File: config.mk
export PLATFORM = sky130hd
export DESIGN_NAME = watchdog_timer
export DESIGN_NICKNAME = d
export VERILOG_FILES = /design/src/wdt_pkg.sv /design/src/watchdog_timer.sv
export SDC_FILE = /design/constraint.sdc
export NUM_CORES = 1
export LEC_CHECK = 0
export BUFFER_PORTS_ARGS = -buffer_cell sky130_fd_sc_hd__buf_2
export CORE_MARGIN = 1
export CORE_UTILIZATION = 45
export DETAILED_ROUTE_END_ITERATION = 16
export PLACE_DENSITY = 0.66
export SKIP_LAST_GASP = 1
export SYNTH_ARGS = -nofsm -noshare
export SYNTH_HDL_FRONTEND = slang
export SYNTH_SLANG_ARGS = --single-unit
File: constraint.sdc
create_clock -name i_ref_clk -period 3.3 [get_ports i_ref_clk]
set_clock_uncertainty 0.2 [all_clocks]
set_input_delay 0.66 -clock i_ref_clk [delete_from_list [all_inputs] [get_ports i_ref_clk]]
set_output_delay 0.66 -clock i_ref_clk [all_outputs]
set_load 0.05 [all_outputs]
File: src/wdt_pkg.sv
// Constants, register map and types for the window-mode watchdog timer
package wdt_pkg;
  // ----------------------------------------------------------------
  // Clock and timing
  // ----------------------------------------------------------------
  localparam int CLK_HZ = 200_000_000;
  localparam int RC_CLK_HZ = 32_000;
  localparam int RC_CLK_DIV = CLK_HZ / RC_CLK_HZ;
  localparam int PRE_SMALL = 32;
  localparam int PRE_LARGE = 128;
  localparam int PRE_SMALL_LOG2 = 5;
  localparam int PRE_LARGE_LOG2 = 7;
  localparam int BASE_SMALL_US = 1000;
  localparam int BASE_LARGE_US = 4000;
  localparam int BASE_SMALL_TICKS = BASE_SMALL_US * RC_CLK_HZ / 1_000_000;
  localparam int CNT_W = 22;
  localparam int PER_W = 23;
  localparam int DIV_W = 16;

  // ----------------------------------------------------------------
  // Register byte offsets
  // ----------------------------------------------------------------
  localparam logic [7:0] OFS_CONFIG = 8'h00;
  localparam logic [7:0] OFS_RESET_CTRL = 8'h04;
  localparam logic [7:0] OFS_COMMAND = 8'h08;
  localparam logic [7:0] OFS_IRQ_STATUS = 8'h0C;
  localparam logic [7:0] OFS_IRQ_MASK = 8'h10;
  localparam logic [7:0] OFS_COUNT = 8'h14;

  // ----------------------------------------------------------------
  // Field positions and reset values
  // ----------------------------------------------------------------
  localparam int CFG_POST_LSB = 0;
  localparam int CFG_PRE_BIT = 4;
  localparam int CFG_WINDOW_DIS_BIT = 6;
  localparam int CFG_PERM_BIT = 7;
  localparam logic [3:0] CFG_POST_RST = 4'hF;
  localparam logic CFG_PRE_RST = 1'h1;
  localparam logic CFG_WINDOW_DIS_RST = 1'h1;
  localparam logic CFG_PERM_RST = 1'h0;
  localparam int RC_IDLE_BIT = 2;
  localparam int RC_SLEEP_BIT = 3;
  localparam int RC_TIMEOUT_BIT = 4;
  localparam int RC_SWEN_BIT = 5;
  localparam int CMD_CLEAR_BIT = 0;
  localparam int CMD_SLEEP_BIT = 1;
  localparam int CMD_IDLE_BIT = 2;
  localparam int EV_TIMEOUT = 0;
  localparam int EV_EARLY = 1;
  localparam int EV_WAKE = 2;
  localparam int EV_W = 3;

  typedef enum logic [1:0] {PS_RUN, PS_SLEEP, PS_IDLE} pwr_state_t;
endpackage

File: src/watchdog_timer.sv
// Watchdog timer with window mode, power-save wake and AHB-Lite registers
//
// Operation
// Runs from low-power RC; enable starts it
// Prescaler divides by 32 or 128
// Base period 1 ms or 4 ms
// 4-bit postscaler, sixteen power-of-two ratios
// Clear on reset, switch, power-save, clear
// Counts in sleep/idle; time-out wakes core
// Software clears sleep and idle flags
// Time-out flag sticky until software clears
// Permanent enable forces watchdog running
// Otherwise software enable bit gates running
// Device reset clears software enable
// Window mode: early clear causes reset
// Permanent enable ignores software enable clears
// Code 1111 gives 1:32768, halving downward
// Run-mode time-out resets device, sets flag
// Non-window clear accepted any time in run state, restarts period
`timescale 1ns/100ps
module watchdog_timer #(
  parameter int RC_DIV_CYC = wdt_pkg::RC_CLK_DIV
) (
  // Clock and reset
  input wire logic i_ref_clk,
  input wire logic i_reset_n,
  // AHB-Lite slave
  input wire logic i_hsel,
  input wire logic [31:0] i_haddr,
  input wire logic [1:0] i_htrans,
  input wire logic i_hwrite,
  input wire logic [2:0] i_hsize,
  input wire logic [31:0] i_hwdata,
  input wire logic i_hready,
  output logic [31:0] o_hrdata,
  output logic o_hreadyout,
  output logic o_hresp,
  // System events
  input wire logic i_device_reset,
  input wire logic i_clock_switch_done,
  input wire logic i_wake_other,
  // Watchdog outputs
  output logic o_wdt_reset,
  output logic o_wake,
  output logic o_rc_clock_enable,
  output logic o_irq
);
  import wdt_pkg::*;

  // ----------------------------------------------------------------
  // Reset synchroniser
  // ----------------------------------------------------------------
  logic rst_meta_ff;
  logic rst_n_ff;

  always_ff @(posedge i_ref_clk or negedge i_reset_n) begin
    if (!i_reset_n) begin
      rst_meta_ff <= 1'h0;
      rst_n_ff <= 1'h0;
    end else begin
      rst_meta_ff <= 1'h1;
      rst_n_ff <= rst_meta_ff;
    end
  end

  // ----------------------------------------------------------------
  // Period arithmetic
  // ----------------------------------------------------------------
  // Prescale and postscale fold into one tick counter of 2^(p+q) ticks
  function automatic logic [PER_W-1:0] period_ticks(input logic pre, input logic [3:0] post);
    logic [4:0] sh;
    sh = {1'b0, post} + (pre ? 5'(PRE_LARGE_LOG2) : 5'(PRE_SMALL_LOG2));
    period_ticks = PER_W'(1) << sh;
  endfunction

  // ----------------------------------------------------------------
  // State
  // ----------------------------------------------------------------
  logic [7:0] addr_ff, nxt_addr;
  logic wr_ff, nxt_wr;
  logic dph_ff, nxt_dph;
  logic perm_ff, nxt_perm;
  logic window_dis_ff, nxt_window_dis;
  logic pre_ff, nxt_pre;
  logic [3:0] post_ff, nxt_post;
  logic swen_ff, nxt_swen;
  logic timeout_flag_ff, nxt_timeout_flag;
  logic sleepf_ff, nxt_sleepf;
  logic idlef_ff, nxt_idlef;
  logic [EV_W-1:0] sts_ff, nxt_sts;
  logic [EV_W-1:0] mask_ff, nxt_mask;
  pwr_state_t state_ff, nxt_state;
  logic [DIV_W-1:0] div_ff, nxt_div;
  logic [CNT_W-1:0] cnt_ff, nxt_cnt;
  logic wdt_rst_ff, nxt_wdt_rst;
  logic wake_ff, nxt_wake;
  logic irq_ff, nxt_irq;
  logic rc_en_ff, nxt_rc_en;
  logic [31:0] hrdata_ff, nxt_hrdata;

  logic [PER_W-1:0] period;
  logic enabled, tick, timeout, win_open, early, dev_rst;
  logic wr_cfg, wr_rc, wr_cmd, wr_sts, wr_mask;
  logic clr_cmd, sleep_cmd, idle_cmd, entry, wake_exit;
  logic [EV_W-1:0] ev;

  // ----------------------------------------------------------------
  // Next-state logic
  // ----------------------------------------------------------------
  always_comb begin
    nxt_addr = addr_ff;
    nxt_wr = wr_ff;
    nxt_dph = 1'h0;
    nxt_perm = perm_ff;
    nxt_window_dis = window_dis_ff;
    nxt_pre = pre_ff;
    nxt_post = post_ff;
    nxt_swen = swen_ff;
    nxt_timeout_flag = timeout_flag_ff;
    nxt_sleepf = sleepf_ff;
    nxt_idlef = idlef_ff;
    nxt_mask = mask_ff;
    nxt_state = state_ff;
    nxt_div = div_ff;
    nxt_cnt = cnt_ff;
    nxt_hrdata = hrdata_ff;

    // Bus data-phase decode
    wr_cfg = dph_ff && wr_ff && (addr_ff == OFS_CONFIG);
    wr_rc = dph_ff && wr_ff && (addr_ff == OFS_RESET_CTRL);
    wr_cmd = dph_ff && wr_ff && (addr_ff == OFS_COMMAND);
    wr_sts = dph_ff && wr_ff && (addr_ff == OFS_IRQ_STATUS);
    wr_mask = dph_ff && wr_ff && (addr_ff == OFS_IRQ_MASK);
    clr_cmd = wr_cmd && i_hwdata[CMD_CLEAR_BIT] && (state_ff == PS_RUN);
    sleep_cmd = wr_cmd && i_hwdata[CMD_SLEEP_BIT] && (state_ff == PS_RUN);
    idle_cmd = wr_cmd && i_hwdata[CMD_IDLE_BIT] && (state_ff == PS_RUN) && !sleep_cmd;
    entry = sleep_cmd || idle_cmd;

    // permanent enable
    // software enable gate
    enabled = perm_ff || swen_ff;
    // prescale select
    // postscale ratio
    // code to ratio
    period = period_ticks(pre_ff, post_ff);
    // RC tick enable
    // tick rate 32 kHz
    tick = enabled && (div_ff == DIV_W'(RC_DIV_CYC - 1));
    timeout = tick && ({1'b0, cnt_ff} == period - PER_W'(1));
    // last quarter window
    win_open = {1'b0, cnt_ff} >= period - (period >> 2);
    early = clr_cmd && !window_dis_ff && !win_open && enabled;
    // time-out or other event wakes
    wake_exit = (state_ff != PS_RUN) && (timeout || i_wake_other);
    dev_rst = i_device_reset || wdt_rst_ff;

    // RC divider runs only when enabled
    if (!enabled || dev_rst || div_ff == DIV_W'(RC_DIV_CYC - 1)) begin
      nxt_div = '0;
    end else begin
      nxt_div = div_ff + DIV_W'(1);
    end

    // count clear sources
    // clear restarts period
    if (dev_rst || !enabled || i_clock_switch_done || clr_cmd || entry || wake_exit ||
        timeout) begin
      nxt_cnt = '0;
    end else if (tick) begin
      nxt_cnt = cnt_ff + CNT_W'(1);
    end

    // power-save states
    unique case (state_ff)
      PS_RUN: begin
        if (sleep_cmd) begin
          nxt_state = PS_SLEEP;
        end else if (idle_cmd) begin
          nxt_state = PS_IDLE;
        end
      end
      PS_SLEEP, PS_IDLE: begin
        if (wake_exit) begin
          nxt_state = PS_RUN;
        end
      end
    endcase
    if (dev_rst) begin
      nxt_state = PS_RUN;
    end

    // run-mode time-out resets
    // early clear resets
    nxt_wdt_rst = (timeout && state_ff == PS_RUN) || early;
    nxt_wake = timeout && (state_ff != PS_RUN);

    // sticky flag, set wins over clear
    nxt_timeout_flag = (timeout_flag_ff && !(wr_rc && i_hwdata[RC_TIMEOUT_BIT])) || timeout ||
                       early;
    // flags left for software to clear
    nxt_sleepf = (sleepf_ff && !(wr_rc && i_hwdata[RC_SLEEP_BIT])) || sleep_cmd;
    nxt_idlef = (idlef_ff && !(wr_rc && i_hwdata[RC_IDLE_BIT])) || idle_cmd;

    // clears ignored when permanent
    if (wr_rc && (i_hwdata[RC_SWEN_BIT] || !perm_ff)) begin
      nxt_swen = i_hwdata[RC_SWEN_BIT];
    end
    // reset clears software enable
    if (dev_rst) begin
      nxt_swen = 1'h0;
    end

    if (wr_cfg) begin
      nxt_post = i_hwdata[CFG_POST_LSB +: 4];
      nxt_pre = i_hwdata[CFG_PRE_BIT];
      nxt_window_dis = i_hwdata[CFG_WINDOW_DIS_BIT];
      nxt_perm = i_hwdata[CFG_PERM_BIT];
    end
    if (wr_mask) begin
      nxt_mask = i_hwdata[EV_W-1:0];
    end

    // Interrupt events, set wins over write-one clear
    ev = '0;
    ev[EV_TIMEOUT] = timeout;
    ev[EV_EARLY] = early;
    ev[EV_WAKE] = wake_exit;
    nxt_sts = (sts_ff & ~(wr_sts ? i_hwdata[EV_W-1:0] : {EV_W{1'b0}})) | ev;
    nxt_irq = |(sts_ff & mask_ff);
    nxt_rc_en = enabled;

    // Address phase capture and read data
    if (i_hsel && i_htrans[1] && i_hready) begin
      nxt_addr = {i_haddr[7:2], 2'b00};
      nxt_wr = i_hwrite;
      nxt_dph = 1'h1;
      nxt_hrdata = '0;
      if (!i_hwrite) begin
        unique case ({i_haddr[7:2], 2'b00})
          OFS_CONFIG: begin
            nxt_hrdata[CFG_POST_LSB +: 4] = post_ff;
            nxt_hrdata[CFG_PRE_BIT] = pre_ff;
            nxt_hrdata[CFG_WINDOW_DIS_BIT] = window_dis_ff;
            nxt_hrdata[CFG_PERM_BIT] = perm_ff;
          end
          OFS_RESET_CTRL: begin
            nxt_hrdata[RC_IDLE_BIT] = idlef_ff;
            nxt_hrdata[RC_SLEEP_BIT] = sleepf_ff;
            nxt_hrdata[RC_TIMEOUT_BIT] = timeout_flag_ff;
            nxt_hrdata[RC_SWEN_BIT] = swen_ff;
          end
          OFS_IRQ_STATUS: nxt_hrdata[EV_W-1:0] = sts_ff;
          OFS_IRQ_MASK: nxt_hrdata[EV_W-1:0] = mask_ff;
          OFS_COUNT: nxt_hrdata[CNT_W-1:0] = cnt_ff;
          default: nxt_hrdata = '0;
        endcase
      end
    end
  end

  // ----------------------------------------------------------------
  // Registers
  // ----------------------------------------------------------------
  // Flags survive the watchdog's own reset so software can see the cause
  always_ff @(posedge i_ref_clk or negedge rst_n_ff) begin
    if (!rst_n_ff) begin
      addr_ff <= 8'h00;
      wr_ff <= 1'h0;
      dph_ff <= 1'h0;
      perm_ff <= CFG_PERM_RST;
      window_dis_ff <= CFG_WINDOW_DIS_RST;
      pre_ff <= CFG_PRE_RST;
      post_ff <= CFG_POST_RST;
      swen_ff <= 1'h0;
      timeout_flag_ff <= 1'h0;
      sleepf_ff <= 1'h0;
      idlef_ff <= 1'h0;
      sts_ff <= '0;
      mask_ff <= '0;
      state_ff <= PS_RUN;
      div_ff <= '0;
      cnt_ff <= '0;
      wdt_rst_ff <= 1'h0;
      wake_ff <= 1'h0;
      irq_ff <= 1'h0;
      rc_en_ff <= 1'h0;
      hrdata_ff <= 32'h0000_0000;
    end else begin
      addr_ff <= nxt_addr;
      wr_ff <= nxt_wr;
      dph_ff <= nxt_dph;
      perm_ff <= nxt_perm;
      window_dis_ff <= nxt_window_dis;
      pre_ff <= nxt_pre;
      post_ff <= nxt_post;
      swen_ff <= nxt_swen;
      timeout_flag_ff <= nxt_timeout_flag;
      sleepf_ff <= nxt_sleepf;
      idlef_ff <= nxt_idlef;
      sts_ff <= nxt_sts;
      mask_ff <= nxt_mask;
      state_ff <= nxt_state;
      div_ff <= nxt_div;
      cnt_ff <= nxt_cnt;
      wdt_rst_ff <= nxt_wdt_rst;
      wake_ff <= nxt_wake;
      irq_ff <= nxt_irq;
      rc_en_ff <= nxt_rc_en;
      hrdata_ff <= nxt_hrdata;
    end
  end

  // ----------------------------------------------------------------
  // Outputs
  // ----------------------------------------------------------------
  // Zero wait states: every transfer completes OKAY in one data phase
  assign o_hrdata = hrdata_ff;
  assign o_hreadyout = rst_n_ff;
  assign o_hresp = 1'h0;
  assign o_wdt_reset = wdt_rst_ff;
  assign o_wake = wake_ff;
  assign o_rc_clock_enable = rc_en_ff;
  assign o_irq = irq_ff;
endmodule

* Yosys cells after proc, flatten, opt, wreduce, memory -nomap -nowiden
Cells that the tools add are included.
Word-level totals: register bits after elaboration 103, bits of input ports 77, output and inout bits 38, word-level logic and storage cells 132
Operators by class: add/sub/neg operators 5, order comparisons 1, equal/unequal tests 14, shift-type cells 1, muxes and demuxes 20, bitwise logic cells 4, reduce and logical (&&, ||, !) cells 64
Operator list (count):
- $mux W22 | 3
- $logic_and A1 B1 Y1 | 30
- $eq A22 B23 Y1 | 1
- $ge A22 B23 Y1 | 1
- $shl A1 B5 Y23 const A | 1
- $sub A23 B1 Y23 const B | 1
- $sub A23 B21 Y23 | 1
- $add A22 B1 Y22 const B | 1
- $eq A6 B2 Y1 const B | 3
- $eq A6 B3 Y1 const B | 3
- $logic_or A1 B1 Y1 | 17
- $add A16 B1 Y16 const B | 1
- $eq A16 B13 Y1 const B | 1
- $mux W16 | 1
- $mux W14 | 1
- $eq A6 B1 Y1 const B | 2
- $mux W2 | 5
- $logic_not A1 Y1 | 8
- $logic_not A8 Y1 | 1
- $pmux W2 S2 | 2
- $pmux W2 S4 | 1
- $and A3 B3 Y3 | 2
- $logic_not A6 Y1 | 1
- $pmux W2 S3 | 1
- other kinds (16) | 20

* Depth between registers and ports, before layout
depth after elaboration 11, mapped depth 23, mapped depth without buffers 21

* Least setup slack after synthesis
Ideal clock, no wire load.
kind reg2reg, start reg pre_ff, end reg wdt_rst_ff (netlist: o_wdt_reset), library setup time 84 ps, arrival 4908 ps, required time 3016 ps, path slack -1892 ps, stages on the path, launching flop included 22, path buffers 2, clock period less this slack 5192 ps, cell sequence dfstp_2 ha_1 buf_2 buf_1 inv_1 nor2_1 nand2_1 ha_1 o2111a_1 o31a_1 o311ai_0 a21oi_1 or3_1 nand2_1 ha_1 a41o_1 a2111oi_0 a21oi_1 or4_1 a31oi_1 o31ai_1 o21ai_0
Between the ends: longest elaborated chain between the ends 9, elaborated cells between the ends (all ways) 13, classes of those cells add/sub (3); order compare (1); eq/ne (1); shift (1); mux (1); reduce/logical (6)
Ends and longest elaborated chain:
- from (decl) | RTL line watchdog_timer.sv:84 | logic pre_ff, nxt_pre;
- from (signal assigned) | RTL line watchdog_timer.sv:294 | pre_ff <= nxt_pre;
- $mux W2 (*) | RTL line watchdog_timer.sv:72 | sh = {1'b0, post} + (pre ? 5'(PRE_LARGE_LOG2) : 5'(PRE_SMALL_LOG2));
- $add A4 B3 Y5 (*) | RTL line watchdog_timer.sv:72
- $shl A1 B5 Y23 (*) | RTL line watchdog_timer.sv:73 | period_ticks = PER_W'(1) << sh;
- $sub A23 B21 Y23 | RTL line watchdog_timer.sv:151 | win_open = {1'b0, cnt_ff} >= period - (period >> 2);
- $ge A22 B23 Y1 | RTL line watchdog_timer.sv:151
- $logic_not A1 Y1 | RTL line watchdog_timer.sv:152 | early = clr_cmd && !window_dis_ff && !win_open && enabled;
- $logic_and A1 B1 Y1 (2 in series) | RTL line watchdog_timer.sv:152
- $logic_or A1 B1 Y1 (*) | RTL line watchdog_timer.sv:194 | nxt_wdt_rst = (timeout && state_ff == PS_RUN) || early;
- net nxt_wdt_rst | RTL line watchdog_timer.sv:95 | logic wdt_rst_ff, nxt_wdt_rst;
- to (signal assigned) | RTL line watchdog_timer.sv:305 | wdt_rst_ff <= nxt_wdt_rst;
- to (decl) | RTL line watchdog_timer.sv:95
The timed path passes the listed nets; every way through them passes the cells marked *. A chain may end at the register's enable or synchronous reset.

* Worst setup path in the final report
start reg post_ff[1], end reg wdt_rst_ff (netlist: o_wdt_reset)
Between the ends: longest elaborated chain between the ends 8, elaborated cells between the ends (all ways) 12, classes of those cells add/sub (3); order compare (1); eq/ne (1); shift (1); reduce/logical (6)
Ends and longest elaborated chain:
- from (decl) | RTL line watchdog_timer.sv:85 | logic [3:0] post_ff, nxt_post;
- from (signal assigned) | RTL line watchdog_timer.sv:295 | post_ff <= nxt_post;
- $add A4 B3 Y5 (*) | RTL line watchdog_timer.sv:72
- $shl A1 B5 Y23 (*) | RTL line watchdog_timer.sv:73
- $sub A23 B21 Y23 | RTL line watchdog_timer.sv:151
- $ge A22 B23 Y1 | RTL line watchdog_timer.sv:151
- $logic_not A1 Y1 | RTL line watchdog_timer.sv:152
- $logic_and A1 B1 Y1 (2 in series) | RTL line watchdog_timer.sv:152
- $logic_or A1 B1 Y1 (*) | RTL line watchdog_timer.sv:194
- net nxt_wdt_rst | RTL line watchdog_timer.sv:95
Marks and branches as above.

==> impl_metrics.env <==
export IMPL_route_detailed_drc=0
export IMPL_yosys_area_share_adder_pct=8.951
export IMPL_grt_pass1_wl_um=30150
export IMPL_tns_ns=-6.103
export IMPL_yosys_area_share_xor_xnor_pct=7.309
export IMPL_grt_setup_unrepaired="yes"
export IMPL_netlist_area_mm2=0.006933
export IMPL_clockRootBuffer="clkbuf_16"
export IMPL_switching_power_mw=1.830
export IMPL_io_pins=115
export IMPL_portBuffers=49
export IMPL_setup_violations=28
export IMPL_hp_class="reg -> reg"
export IMPL_crit_path_top_delay_cell="dfstp_2"
export IMPL_start_util_pct=45.77
export IMPL_drtIter0Drc=418
export IMPL_vias=6539
export IMPL_max_freq_ghz=0.2021
export IMPL_peakVddDrop_mv=0.2866
export IMPL_clock_tree_buffer_depth=2
export IMPL_fp_dieH_um=126.1
export IMPL_htree_levels=3
export IMPL_start_kind="flop"
export IMPL_wl_um=18930
export IMPL_p_comb_share_pct=51.7
export IMPL_postSynthAreaPerCell_um2=8.677
export IMPL_synthCells=799
export IMPL_vias_per_cell=5.716
export IMPL_timing_hold_ws_ns=0.1606
export IMPL_power_density_mw_per_mm2=543.2
export IMPL_syn_to_final_growth_pct=29.27
export IMPL_p_int_mw=3.038
export IMPL_crit_top_cell="ha_4"
export IMPL_muxShareOfSynthArea_pct=2.563
export IMPL_nFillCells=1312
export IMPL_maxSlewViolCount=0
export IMPL_hold_viol=0
export IMPL_ys_types=79
export IMPL_die_area_mm2=0.01591
export IMPL_die_x_um=126.1
export IMPL_final_layout_size_suffix_gt1_share_pct=28.45
export IMPL_yosysTopAreaCell="dfrtp_1"
export IMPL_ys_ff_latch=93
export IMPL_grt_max_degree=81
export IMPL_cts_sinks=93
export IMPL_gp_congestion=0.9239
export IMPL_dp_worst_setup_slack_ns=-1.727
export IMPL_synth_edf_count=0
export IMPL_maxCapViolations=0
export IMPL_core_mm2=0.01515
export IMPL_cts_tree="yes"
export IMPL_critPathKind="reg -> reg"
export IMPL_grtUsageTotal_pct=23.75
export IMPL_post_route_min_period_ns=4.948
export IMPL_row_count=45
export IMPL_drt_wirelength_per_cell_um=16.55
export IMPL_synth_seq_area_share_pct=33.68
export IMPL_worst_pin_slew_ns=0.9801
export IMPL_power_share_switching_pct=37.60
export IMPL_hpwlAfterDp_um=14160
export IMPL_yosys_warnings=0
export IMPL_p_seq_share_pct=26.1
export IMPL_crit_chain="ha_4 > a2111oi_4 > nand2_2 > ha_4 > o2111a_1 > o31a_1 > o311ai_4 > a21oi_2 > or3_1 > nand2_2 > ha_4 > a41o_1 > a2111oi_2 > a21oi_1 > or4_1 > a31oi_1 > o31ai_1 > buf_4 > o21ai_0"
export IMPL_final_cell_count_no_fill=1144
export IMPL_antenna_found_initial=0
export IMPL_dp_cells=1116
export IMPL_yosys_area_top_type_share_pct=31.40
export IMPL_synth_compound_area_share_pct=18.72
export IMPL_cts_buffers=9
export IMPL_clk_latency_ns=0.35
export IMPL_clkSlewWorstSetupHoldPaths_ns=0.07
export IMPL_power_leakage_nw=4.106
export IMPL_dr_pass1_iters=5
export IMPL_final_net_count=1077
export IMPL_outcome="finished, violations left"
export IMPL_synth_top_family_by_area="simple AND/OR/NAND/NOR gates"
export IMPL_cp_slowest_stage_delay_ns=0.56
export IMPL_power_frac_clock_pct=22.3
export IMPL_yosys_top_cells_area="dfrtp_1 31%, ha_1 8.7%, nor2_1 4.4%, xnor2_1 4.2%, nand2_1 3.0%"
export IMPL_cp_max_fo=3
export IMPL_synth_async_sr_flop_share_pct=100.0
export IMPL_grt_pass1_vias=6084
export IMPL_cp_data_arrival_time_ns=5.02
export IMPL_gr_total_overflow=0
export IMPL_timing_final_ws_setup_ns=-1.648
export IMPL_synth_flop_cell="dfrtp_1"
export IMPL_crit_required_ns=3.38
export IMPL_slew_limit_headroom_pct=34.66
export IMPL_post_route_period_util_pct=149.9
export IMPL_num_antenna_cells=0
export IMPL_synth_simple_area_share_pct=22.97
export IMPL_endpoint_kind="flop"
export IMPL_violations="negative setup slack"
export IMPL_detail_route_antenna_nets=0
repair_timing:
| item | in CTS | in global routing |
|---|---|---|
| pin swaps | 6 | 30 |
| endpoints found under the setup margin | 5 | 30 |
| setup buffers | 5 | 4 |
| hold buffers | 2 | 0 |
| gates resized for setup | 19 | 45 |
| endpoints found under the hold margin | 13 | 0 |
| gates cloned | 0 | 3 |
cells in the final DEF (no fill, tap or decap), types with 4 or more instances in the layout:
cell type	n
xor2_1	23
a21oi_2	8
nand2_2	6
a21o_1	13
buf_4	108
nand2_1	50
buf_2	49
dfrtp_1	86
xnor2_1	32
nand2b_1	12
clkbuf_16	11
o21a_1	10
inv_1	40
a31oi_1	8
a21oi_1	24
a22o_1	15
a22oi_1	11
nor2_1	68
conb_1	24
and4_1	4
ha_4	7
and3_1	16
o21ai_0	37
nand3_1	38
ha_1	40
nor2_4	12
mux2_2	14
nor4_1	10
or3_1	8
nand4_1	18
or2_2	4
dfstp_2	6
nor2b_1	11
a211oi_1	8
nor3_1	17
critical path: cells and delay by family (launching register included):
family / cells / cell delay [ns]
AO/OA/AOI/OAI: 11 / 2.20
adder cells (fa/ha/maj): 3 / 0.67
flip-flops: 1 / 0.56
AND/OR/NAND/NOR: 4 / 1.03
buffers and inverters: 1 / 0.18
path summary, 6_finish.rpt:
kind,endpoint,from,slack (ns),cells after the start
worst max-delay path,o_wdt_reset,post_ff[1],-1.65,19
worst min-delay path,o_hreadyout,rst_meta_ff,0.16,0
worst max register to register,o_wdt_reset,post_ff[1],-1.65,19
worst min register to register,o_hreadyout,rst_meta_ff,0.16,0
max in group asynchronous,o_hrdata[20],o_hreadyout,1.84,1
min in group asynchronous,o_rc_clock_enable,o_hreadyout,0.40,1
registers in the layout, summed over array words and instances, names as in the netlist, 2 cells and up:
signal and flops:
addr_ff 6, cnt_ff 22, div_ff 16, mask_ff 3, o_hrdata 22, post_ff 4
state_ff 2, sts_ff 3
power by group through the flow:
stage,sequential (mW),clock (mW),combinational [mW]
2_1_floorplan,1.30,0,1.51
3_3_place_gp,1.29,0,2.28
3_5_place_dp,1.29,0,2.30
4_1_cts,1.27,1.10,2.40
5_1_grt,1.28,1.14,2.76
6_report,1.27,1.08,2.51
layer usage:
| metal | global-route usage (%) | vias up | part of all wire [%] |
|---|---|---|---|
| met4 | 7.725 | 0 | 2.3 |
| met3 | 3.738 | 35 | 5.3 |
| met2 | 38.67 | 201 | 46 |
| met1 | 32.22 | 3129 | 46 |
| li1 | - | 3174 | - |
| met5 | 0 | - | 0 |
cell type report:
class | instances | area, µm² | share of cell area [%]
clock inverter | 6 | 70.07 | 0.7818
tap | 188 | 235.2 | 2.625
clock buffer | 10 | 239.0 | 2.666
timing repair buffer | 164 | 1169 | 13.04
sequential | 93 | 2338 | 26.09
multi-input combinational | 640 | 4750 | 52.99
inverter | 43 | 161.4 | 1.801
synth_stat cells (all sizes together) (14+ instances only):
library cell,count
inv,42
mux2,14
nand4,19
dfrtp,87
clkbuf,24
nor2,81
xnor2,33
nor4,14
nand3,40
buf,21
and3,16
nor3,17
a22o,15
nand2,56
o21ai,42
a21oi,32
xor2,24
nor2b,15
ha,48
through the flow:
| stage | util (%) | area (µm²) | total power [mW] |
|---|---|---|---|
| after floorplan | - | 7234 | 2.804 |
| after global placement | 54.40 | 8239 | 3.571 |
| after detailed placement | 54.40 | 8239 | 3.595 |
| after CTS | 57.20 | 8663 | 4.767 |
| after global routing | 59.17 | 8962 | 5.172 |
| final | 59.17 | 8962 | 4.868 |
cell families (layout without fill, tap and decap cells):
logic type	count (synthesis)	count (layout)
buffers and inverters	88	223
other	2	24
and+or+nand+nor	309	309
DFF	93	93
AOI/OAI and AO/OA	185	185
xor gates and xnor gates	57	57
adders and majority gates	49	49
muxes	16	16
Power figures use the tool's default switching activity.
